### src/pho_pkg.sv
// pho_pkg: constants, reset values and carrier types of the alarm option registers
// assumes a 40 MHz core clock; the smbus engine outside delivers decoded word accesses
package pho_pkg;
	// register command codes
	localparam logic [7:0]  ADDR_OPT2 = 8'h38;
	localparam logic [7:0]  ADDR_OPT0 = 8'h3c;
	// reset values and writable bits
	localparam logic [15:0] OPT2_RST  = 16'h0080;
	localparam logic [15:0] OPT2_WMSK = 16'h00c0;
	localparam logic [15:0] OPT0_RST  = 16'h4b54;
	localparam logic [15:0] OPT0_WMSK = 16'hfffe;
	// field positions
	localparam int EXT_LIM_BIT   = 7;
	localparam int MON_SEL_BIT   = 6;
	localparam int CRIT_THR_LSB  = 11;
	localparam int CRIT_DG_LSB   = 9;
	localparam int OCP_SEL_BIT   = 8;
	localparam int SYSTEM_VOLTAGE_COMPARATOR_THR_LSB  = 6;
	localparam int PULSE_EXT_BIT = 5;
	localparam int PULSE_W_LSB   = 3;
	localparam int HOST_CLR_BIT  = 2;
	localparam int NOM_DG_BIT    = 1;
	// envelope source bits
	localparam int SRC_CMP = 6, SRC_CRIT = 5, SRC_NOM = 4, SRC_DCHG = 3;
	localparam int SRC_SYSTEM_VOLTAGE_COMPARATOR = 2, SRC_BATP = 1, SRC_ADAPTER_GOOD_SOURCE = 0;
	localparam logic [6:0]  SRC_ADAPTER_ONLY = 7'h33;
	// limit code above which the critical threshold is clamped (64 ma units)
	localparam logic [6:0]  LIM_CLAMP_CODE = 7'h38;
	localparam logic [8:0]  PCT_CLAMP      = 9'h0e6;
	localparam logic [8:0]  PCT_FLOOR      = 9'h06e;
	localparam logic [8:0]  PCT_FIVE_BASE  = 9'h069;
	localparam logic [8:0]  PCT_COARSE     = 9'h0fa;
	localparam logic [4:0]  CODE_FINE_TOP  = 5'h19;
	localparam logic [4:0]  CODE_OOR       = 5'h1f;
	localparam logic [17:0] LIM_MA_STEP    = 18'h00040;
	// system voltage thresholds in mv, multi-cell and single-cell
	localparam logic [12:0] SYSTEM_VOLTAGE_COMPARATOR_MULTI_MV  [4] = '{13'h1676, 13'h1770, 13'h186a, 13'h1964};
	localparam logic [12:0] SYSTEM_VOLTAGE_COMPARATOR_SINGLE_MV [4] = '{13'h0b22, 13'h0c1c, 13'h0d16, 13'h0e10};
	// timing
	localparam int CYC_PER_US  = 40;
	localparam int T_10US      = 10;
	localparam int T_20US      = 20;
	localparam int T_100US     = 100;
	localparam int T_400US     = 400;
	localparam int T_800US     = 800;
	localparam int T_1000US    = 1000;
	localparam int T_6000US    = 6000;
	localparam int T_12000US   = 12000;
	localparam int T_50000US   = 50000;
	localparam int CYC_10US    = T_10US * CYC_PER_US;
	localparam int CYC_20US    = T_20US * CYC_PER_US;
	localparam int CYC_100US   = T_100US * CYC_PER_US;
	localparam int CYC_400US   = T_400US * CYC_PER_US;
	localparam int CYC_800US   = T_800US * CYC_PER_US;
	localparam int CYC_1MS     = T_1000US * CYC_PER_US;
	localparam int CYC_6MS     = T_6000US * CYC_PER_US;
	localparam int CYC_12MS    = T_12000US * CYC_PER_US;
	localparam int CYC_50MS    = T_50000US * CYC_PER_US;
	localparam int CNT_W       = 22;

	// decoded smbus word access
	typedef struct packed {
		logic        valid;
		logic        write;
		logic [7:0]  code;
		logic [15:0] wdata;
	} pho_cmd_t;

	// raw comparator and presence levels from the analog side
	typedef struct packed {
		logic cmp;
		logic crit;
		logic nom;
		logic dchg;
		logic system_voltage_comparator;
		logic bat_present;
		logic adapter_good;
		logic adapter_present;
	} pho_sense_t;

	typedef enum logic [2:0] {
		PHO_IDLE  = 3'b001,
		PHO_PULSE = 3'b010,
		PHO_HOLD  = 3'b100
	} pho_state_t;
endpackage : pho_pkg

### src/pho_regs.sv
// pho_regs: charge option and processor-hot option registers with the alarm pulse logic
// assumes a smbus engine that hands over decoded word accesses, analog comparators whose
// raw levels arrive asynchronously, and an envelope selector held elsewhere
//
// What this block does
// RQ1: bit 7 picks register or lower-of-pin limit
// RQ2: bit 6 picks charge or discharge monitoring
// RQ3: critical threshold code, 5% steps, default 150%
// RQ4: critical code map 110%..230%, then 50% steps
// RQ5: limit above 3.584A clamps critical at 230%
// RQ6: bits 10:9 pick critical deglitch time
// RQ7: bit 8 picks over-current 125% or 200%
// RQ8: system voltage trips low after 20us
// RQ9: bits 7:6 pick system voltage threshold
// RQ10: bit 5 holds alarm low until host clear
// RQ11: bits 4:3 pick minimum alarm pulse width
// RQ12: host writing 0 to bit 2 releases alarm
// RQ13: nominal threshold 110% of limit, selectable deglitch
// RQ14: empty envelope disables the alarm entirely
// RQ15: adapter removal masks four alarm sources
// RQ16: enabled tripped source pulls alarm low
`timescale 1ns/1ps
module pho_regs #(
	parameter int P_CYC_400US = pho_pkg::CYC_400US,
	parameter int P_CYC_800US = pho_pkg::CYC_800US,
	parameter int P_CYC_1MS   = pho_pkg::CYC_1MS,
	parameter int P_CYC_6MS   = pho_pkg::CYC_6MS,
	parameter int P_CYC_12MS  = pho_pkg::CYC_12MS,
	parameter int P_CYC_50MS  = pho_pkg::CYC_50MS
) (
	input  wire logic               core_clk_i,
	input  wire logic               rstn_i,
	input  wire pho_pkg::pho_cmd_t  cmd_i,
	output logic [15:0]             rdata_o,
	output logic                    rdata_valid_o,
	input  wire pho_pkg::pho_sense_t sense_i,
	input  wire logic [6:0]         external_limit_pin_i,
	input  wire logic [6:0]         programmed_input_limit_i,
	input  wire logic [6:0]         envelope_sel_i,
	input  wire logic               single_cell_i,
	output logic [6:0]              effective_limit_o,
	output logic                    battery_current_monitor_out_sel_o,
	output logic [8:0]              critical_input_current_pct_o,
	output logic                    critical_out_of_range_o,
	output logic [9:0]              over_current_pct_o,
	output logic [13:0]             nominal_input_current_ma_o,
	output logic [12:0]             system_voltage_comparator_mv_o,
	output logic                    processor_hot_alarm_n_o
);
	localparam int W = pho_pkg::CNT_W;

	// ---- register file ----
	logic [15:0] opt2, next_opt2;
	logic [15:0] opt0, next_opt0;
	logic [15:0] next_rdata;
	logic        next_rvalid;

	// reserved bits never store, so they always read as zero
	always_comb begin
		next_opt2   = opt2;
		next_opt0   = opt0;
		next_rdata  = rdata_o;
		next_rvalid = 1'b0;
		if (cmd_i.valid && cmd_i.write) begin
			if (cmd_i.code == pho_pkg::ADDR_OPT2)
				next_opt2 = cmd_i.wdata & pho_pkg::OPT2_WMSK;
			if (cmd_i.code == pho_pkg::ADDR_OPT0)
				next_opt0 = cmd_i.wdata & pho_pkg::OPT0_WMSK; // RQ12
		end else if (cmd_i.valid) begin
			next_rvalid = 1'b1;
			case (cmd_i.code)
				pho_pkg::ADDR_OPT2: next_rdata = opt2;
				pho_pkg::ADDR_OPT0: next_rdata = opt0;
				default:            next_rdata = 16'h0000;
			endcase
		end
	end

	always_ff @(posedge core_clk_i) begin
		if (!rstn_i) begin
			opt2          <= pho_pkg::OPT2_RST;
			opt0          <= pho_pkg::OPT0_RST;
			rdata_o       <= 16'h0000;
			rdata_valid_o <= 1'b0;
		end else begin
			opt2          <= next_opt2;
			opt0          <= next_opt0;
			rdata_o       <= next_rdata;
			rdata_valid_o <= next_rvalid;
		end
	end

	// ---- input synchronisers: analog levels and pin code arrive unclocked ----
	pho_pkg::pho_sense_t sense_s1, sense_s2;
	logic [6:0]          pin_s1, pin_s2;
	logic                batp_d, adapter_good_source_d;

	always_ff @(posedge core_clk_i) begin
		if (!rstn_i) begin
			sense_s1 <= '0;
			sense_s2 <= '0;
			pin_s1   <= 7'h00;
			pin_s2   <= 7'h00;
			batp_d   <= 1'b0;
			adapter_good_source_d   <= 1'b0;
		end else begin
			sense_s1 <= sense_i;
			sense_s2 <= sense_s1;
			pin_s1   <= external_limit_pin_i;
			pin_s2   <= pin_s1;
			batp_d   <= sense_s2.bat_present;
			adapter_good_source_d   <= sense_s2.adapter_good;
		end
	end

	// ---- deglitch for critical, nominal and system voltage comparators ----
	logic [W-1:0] dg_limit [3];
	logic [2:0]   dg_raw;
	logic [2:0]   dg_out;

	always_comb begin
		case (opt0[pho_pkg::CRIT_DG_LSB +: 2]) // RQ6
			2'b00:   dg_limit[0] = W'(pho_pkg::CYC_10US);
			2'b01:   dg_limit[0] = W'(pho_pkg::CYC_100US);
			2'b10:   dg_limit[0] = W'(P_CYC_400US);
			default: dg_limit[0] = W'(P_CYC_800US);
		endcase
		// stated as a maximum, so the count is the full figure and never more
		dg_limit[1] = opt0[pho_pkg::NOM_DG_BIT] ? W'(P_CYC_50MS) : W'(P_CYC_1MS); // RQ13
		dg_limit[2] = W'(pho_pkg::CYC_20US); // RQ8
		dg_raw      = {sense_s2.system_voltage_comparator, sense_s2.nom, sense_s2.crit};
	end

	for (genvar g = 0; g < 3; g++) begin : g_dg
		pho_deglitch u_dg (
			.core_clk_i (core_clk_i),
			.rstn_i     (rstn_i),
			.level_i    (dg_raw[g]),
			.limit_i    (dg_limit[g]),
			.level_o    (dg_out[g])
		);
	end

	// ---- threshold computation ----
	logic [6:0]  next_eff;
	logic [8:0]  next_crit;
	logic        next_oor;
	logic [9:0]  next_ocp;
	logic [17:0] lim_ma;
	logic [13:0] next_nom;
	logic [12:0] next_system_voltage_comparator;
	logic [4:0]  crit_code;

	always_comb begin
		next_eff = programmed_input_limit_i;
		if (opt2[pho_pkg::EXT_LIM_BIT] && pin_s2 < programmed_input_limit_i) // RQ1
			next_eff = pin_s2;
		crit_code = opt0[pho_pkg::CRIT_THR_LSB +: 5]; // RQ3
		next_oor  = 1'b0;
		if (crit_code <= 5'h01)
			next_crit = pho_pkg::PCT_FLOOR; // RQ4
		else if (crit_code <= pho_pkg::CODE_FINE_TOP)
			next_crit = pho_pkg::PCT_FIVE_BASE + 9'(crit_code) * 9'h005; // RQ4
		else if (crit_code != pho_pkg::CODE_OOR)
			next_crit = pho_pkg::PCT_COARSE + 9'(crit_code - 5'h1a) * 9'h032; // RQ4
		else begin
			next_crit = 9'h000;
			next_oor  = 1'b1;
		end
		// large limits would push the trip past what the sense path can measure
		if (effective_limit_o > pho_pkg::LIM_CLAMP_CODE) begin // RQ5
			next_crit = pho_pkg::PCT_CLAMP;
			next_oor  = 1'b0;
		end
		next_ocp = opt0[pho_pkg::OCP_SEL_BIT] ? {next_crit, 1'b0} // RQ7
			: 10'(({3'b000, next_crit} * 12'h005) >> 2); // twelve bits: 450 x 5 wraps in eleven
		lim_ma    = 18'(effective_limit_o) * pho_pkg::LIM_MA_STEP;
		next_nom  = 14'((lim_ma * 18'h0000b) / 18'h0000a); // RQ13
		next_system_voltage_comparator = single_cell_i ? pho_pkg::SYSTEM_VOLTAGE_COMPARATOR_SINGLE_MV[opt0[pho_pkg::SYSTEM_VOLTAGE_COMPARATOR_THR_LSB +: 2]] // RQ9
			: pho_pkg::SYSTEM_VOLTAGE_COMPARATOR_MULTI_MV[opt0[pho_pkg::SYSTEM_VOLTAGE_COMPARATOR_THR_LSB +: 2]];
	end

	always_ff @(posedge core_clk_i) begin
		if (!rstn_i) begin
			effective_limit_o                 <= 7'h00;
			battery_current_monitor_out_sel_o <= 1'b0;
			critical_input_current_pct_o      <= 9'h000;
			critical_out_of_range_o           <= 1'b0;
			over_current_pct_o                <= 10'h000;
			nominal_input_current_ma_o        <= 14'h0000;
			system_voltage_comparator_mv_o    <= 13'h0000;
		end else begin
			effective_limit_o                 <= next_eff;
			battery_current_monitor_out_sel_o <= opt2[pho_pkg::MON_SEL_BIT]; // RQ2
			critical_input_current_pct_o      <= next_crit;
			critical_out_of_range_o           <= next_oor;
			over_current_pct_o                <= next_ocp;
			nominal_input_current_ma_o        <= next_nom;
			system_voltage_comparator_mv_o    <= next_system_voltage_comparator;
		end
	end

	// ---- alarm sources and pulse sequencer ----
	logic [6:0]          src_event;
	logic [6:0]          src_mask;
	logic                trip;
	pho_pkg::pho_state_t state, next_state;
	logic [W-1:0]        pulse_cnt, next_pulse_cnt, pw_limit;
	logic                next_alarm_n;

	always_comb begin
		src_event = 7'h00;
		src_event[pho_pkg::SRC_CMP]  = sense_s2.cmp;
		src_event[pho_pkg::SRC_CRIT] = dg_out[0];
		src_event[pho_pkg::SRC_NOM]  = dg_out[1];
		src_event[pho_pkg::SRC_DCHG] = sense_s2.dchg;
		src_event[pho_pkg::SRC_SYSTEM_VOLTAGE_COMPARATOR] = dg_out[2];
		src_event[pho_pkg::SRC_BATP] = sense_s2.bat_present & ~batp_d; // rising edge one-shot
		src_event[pho_pkg::SRC_ADAPTER_GOOD_SOURCE] = adapter_good_source_d & ~sense_s2.adapter_good; // falling edge one-shot
		src_mask = envelope_sel_i;
		if (!sense_s2.adapter_present)
			src_mask = src_mask & ~pho_pkg::SRC_ADAPTER_ONLY; // RQ15
		trip = |(src_event & src_mask); // RQ16
		case (opt0[pho_pkg::PULSE_W_LSB +: 2]) // RQ11
			2'b00:   pw_limit = W'(pho_pkg::CYC_100US);
			2'b01:   pw_limit = W'(P_CYC_1MS);
			2'b10:   pw_limit = W'(P_CYC_12MS);
			default: pw_limit = W'(P_CYC_6MS);
		endcase
	end

	// a new trip during a pulse restarts the minimum width
	always_comb begin
		next_state     = state;
		next_pulse_cnt = pulse_cnt;
		case (state)
			pho_pkg::PHO_IDLE: begin
				next_pulse_cnt = '0;
				if (trip)
					next_state = opt0[pho_pkg::PULSE_EXT_BIT] ? pho_pkg::PHO_HOLD : pho_pkg::PHO_PULSE; // RQ10
			end
			pho_pkg::PHO_PULSE: begin
				if (trip)
					next_pulse_cnt = '0; // RQ16
				else if (pulse_cnt + 1'b1 >= pw_limit)
					next_state = pho_pkg::PHO_IDLE; // RQ11
				else
					next_pulse_cnt = pulse_cnt + 1'b1;
			end
			pho_pkg::PHO_HOLD: begin
				if (!opt0[pho_pkg::HOST_CLR_BIT])
					next_state = pho_pkg::PHO_IDLE; // RQ12
			end
			default: next_state = pho_pkg::PHO_IDLE;
		endcase
		if (envelope_sel_i == 7'h00)
			next_state = pho_pkg::PHO_IDLE; // RQ14
		next_alarm_n = (next_state == pho_pkg::PHO_IDLE);
	end

	always_ff @(posedge core_clk_i) begin
		if (!rstn_i) begin
			state                   <= pho_pkg::PHO_IDLE;
			pulse_cnt               <= '0;
			processor_hot_alarm_n_o <= 1'b1;
		end else begin
			state                   <= next_state;
			pulse_cnt               <= next_pulse_cnt;
			processor_hot_alarm_n_o <= next_alarm_n;
		end
	end
endmodule : pho_regs

### src/pho_deglitch.sv
// pho_deglitch: passes a level once it has stood high for a programmed number of cycles
// assumes the input is already synchronous to core_clk_i
`timescale 1ns/1ps
module pho_deglitch (
	input  wire logic                    core_clk_i,
	input  wire logic                    rstn_i,
	input  wire logic                    level_i,
	input  wire logic [pho_pkg::CNT_W-1:0] limit_i,
	output logic                         level_o
);
	logic [pho_pkg::CNT_W-1:0] cnt;
	logic [pho_pkg::CNT_W-1:0] next_cnt;
	logic                      next_level;

	// any low cycle restarts the wait, so short glitches never pass
	always_comb begin
		next_cnt   = cnt;
		next_level = 1'b0;
		if (!level_i) begin
			next_cnt = '0;
		end else if (cnt + 1'b1 >= limit_i) begin
			next_level = 1'b1;
		end else begin
			next_cnt = cnt + 1'b1;
		end
	end

	always_ff @(posedge core_clk_i) begin
		if (!rstn_i) begin
			cnt     <= '0;
			level_o <= 1'b0;
		end else begin
			cnt     <= next_cnt;
			level_o <= next_level;
		end
	end
endmodule : pho_deglitch

### config.mk
export PLATFORM = sky130hd
export DESIGN_NAME = pho_regs
export DESIGN_NICKNAME = d
export VERILOG_FILES = /design/src/pho_pkg.sv /design/src/pho_regs.sv /design/src/pho_deglitch.sv
export SDC_FILE = /design/constraint.sdc
export NUM_CORES = 1
export LEC_CHECK = 0
export CORE_ASPECT_RATIO = 1.1
export CORE_UTILIZATION = 65
export DETAILED_ROUTE_END_ITERATION = 10
export DONT_BUFFER_PORTS = 1
export GPL_ROUTABILITY_DRIVEN = 0
export PLACE_DENSITY = 0.81
export SYNTH_ARGS = -nofsm -noshare
export SYNTH_HDL_FRONTEND = slang
export SYNTH_HIERARCHICAL = 1
export SYNTH_SLANG_ARGS = --single-unit
export TNS_END_PERCENT = 100
### constraint.sdc
create_clock -name core_clk_i -period 17.6 [get_ports core_clk_i]
set_clock_uncertainty 0.15 [all_clocks]
set_input_delay 2.64 -clock core_clk_i [delete_from_list [all_inputs] [get_ports core_clk_i]]
set_output_delay 2.64 -clock core_clk_i [all_outputs]
set_load 0.05 [all_outputs]
==> metrics.cfg <==
[outcome]
status = completed

[final_layout]
final_cells = 2329
nNetsFinal = 2242
register_area_mm2 = 0.00422
fillers = 1928
drive_gt1_share_pct = 7.03
antenna_cells = 0
multi_input_area_mm2 = 0.0115
area_delta_synth_final_pct = 6.60

[synthesis]
yosysTopAreaCell = dfxtp_1
netlist.area_leader.share_pct = 25.6
muxShareOfSynthArea_pct = 3.61
synth_area_leaders = dfxtp_1, ha_1, nand2_1
synthSimpleGateAreaFrac_pct = 26.0
synth_warnings = 6
postSynth.asyncResetShare_pct = 0
synth_top_family_by_area = simple AND/OR/NAND/NOR gates
avgSynthCellArea_um2 = 8.21
yosysUniqueCellTypes = 117
synthFlopType = dfxtp_1
synth_cells = 2011
synth_fa_ha_area_share_pct = 14.2
synthXorXnorAreaFrac_pct = 6.40
seq_area_frac_synth_pct = 25.6
synth-edff-count = 0
synth_area_mm2 = 0.0165
synth_compound_area_share_pct = 18.5
ys_ff_latch = 211
synth_common_cells = dfxtp_1, nand2_1, ha_1
synth.most_common_cell = dfxtp_1

[worst_hold_path]
min_path_cells = 1
hold_path.class = register to register

[worst_setup_path]
end_kind = register
cp_max_fo = 12
max_stage_delay_ns = 0.95
rr_worst_depth = 40
crit_top_cell = ha_1
crit_path_start_kind = register
crit_type = register to register
cp_slowest_cell = dfxtp_1
cp.required_ns = 17.85
worstPathArrival_ns = 13.37

[route]
viasPerCell = 6.27
drtIter0Drc = 836
finalWirelength_um = 38400
drtAntennaViolNets = 0
vias = 14613
drc = 0
drt_pass1_iterations = 6
wl_per_cell_um = 16.5

[power]
ir_drop_mv = 0.196
powerDensity_mw_per_mm2 = 132
leakagePower_nw = 7.51

[sta]
min_period_ns = 13.12
period_share_pct = 74.5
worst-slew-pin-transition_ns = 1.11
rsz0062_at_grt = false
maxSlewHeadroom_pct = 26.0
fmax_mhz = 76.2
setup_viol = 0
slew_viol_final = 0
final.setup.tns_ns = 0
hold_violations = 0

[placed_design]
place.port_buffers = 0
dp_hpwl_um = 27500
dp_cells = 2286

[clock_network]
htree_num_levels = 1
cts_buffer_depth = 3
clk_latency_ns = 0.52
cts_setup_buffers = 0
numCtsBuffers = 25
root_buffer = clkbuf_16
cts_tree = done
cts.clk_slew.worst_paths_ns = 0.06
cts_hold_buf = 0
post_cts_resized = 0
cts.sinks = 211

[floorplan]
dieHeight_um = 169
core-area_mm2 = 0.0247
rows = 60
start_util_pct = 66.9
die_w_um = 154
die-area_mm2 = 0.0260
io_pins = 131

[grt]
grt_pass1_vias = 14022
grt_max_degree = 81
overflow = 0
grt_use_total_pct = 29.3
antenna_found_initial = 0
grt_pass1_wl_um = 64900

[job]
max_cap_viol_count = 0

per-stage QoR:
step                      worst slack [ns]  total power (W)  hold WS [ns]  utilization [%]  area (µm²)
final                                 4.48          0.00233         0.279             71.3       17600
after global placement                5.06          0.00170         0.265             67.7       16700
after global routing                  3.78          0.00248         0.304             71.3       17600
after floorplan                       6.51          0.00156         0.262                -       16700
after CTS                             4.70          0.00231         0.283             71.3       17600
after detailed placement              4.74          0.00174         0.269             67.7       16700
cells in the final DEF (no fill, tap or decap), types with 54 or more instances in the layout:
cell type | Yosys | routed
nor2_1 | 151 | 151
nand2_1 | 201 | 201
mux2i_1 | 54 | 54
xnor2_1 | 73 | 73
nand3_1 | 60 | 60
dfxtp_1 | 211 | 211
a21oi_1 | 117 | 117
and2_1 | 59 | 59
ha_1 | 173 | 173
inv_1 | 138 | 138
power breakdown:
group          switching, W  internal [W]  total [W]
logic              0.000739      0.000477    0.00122
registers         0.0000591      0.000498   0.000557
clock network      0.000203      0.000354   0.000557
final timing paths:
path	end	slack (ns)	from
setup reg to reg	nominal_input_current_ma_o[0]	4.48	effective_limit_o[0]
setup / recovery	nominal_input_current_ma_o[0]	4.48	effective_limit_o[0]
hold / removal	pin_s2[6]	0.28	pin_s1[6]
hold reg to reg	pin_s2[6]	0.28	pin_s1[6]
cell type report:
type / count / share of cell area [%]
sequential: 211 / 24.0
clock buffer: 34 / 4.03
timing repair buffer: 4 / 0.171
tap: 310 / 2.20
inverter: 143 / 3.05
clock inverter: 9 / 1.01
multi-input combinational: 1618 / 65.5
metal layers:
metal	wire (µm)	global-route usage, %	part of all wire (%)
met2	18500	51.7	48
met4	967	9.09	2.5
met5	0	0	0
met1	16400	36.6	43
met3	2490	4.39	6.5
cell families after synthesis:
kind of cell / after synthesis
AOI/OAI and AO/OA: 428
xor gates and xnor gates: 119
adders and majority gates: 183
buffers and inverters: 231
DFF: 211
muxes: 58
other: 2
and+or+nand+nor: 779
worst max-delay path, delay by kind of cell (launching register included):
| family | cells | cell delay, ns |
|---|---|---|
| compound gates | 14 | 4.28 |
| simple gates | 10 | 3.23 |
| mux | 1 | 0.22 |
| xor+xnor | 2 | 0.60 |
| fa+ha+maj | 9 | 3.09 |
| flops | 1 | 0.95 |
| buf+inv | 4 | 0.44 |
flip-flops by register name, summed over array words and instances (netlist names), 2 cells and up:
signal                          count
critical_input_current_pct_o        9
dg_raw                              3
effective_limit_o                   7
g_dg.u_dg/cnt                      66
g_dg.u_dg/level_o                   3
nominal_input_current_ma_o         14
opt0                               15
opt2                                2
over_current_pct_o                 10
pin_s1                              7
pin_s2                              7
pulse_cnt                          22
rdata_o                            15
sense_s1                            8
sense_s2                            5
state                               3
system_voltage_comparator_mv_o      9
(Power assumes the default switching activity.)
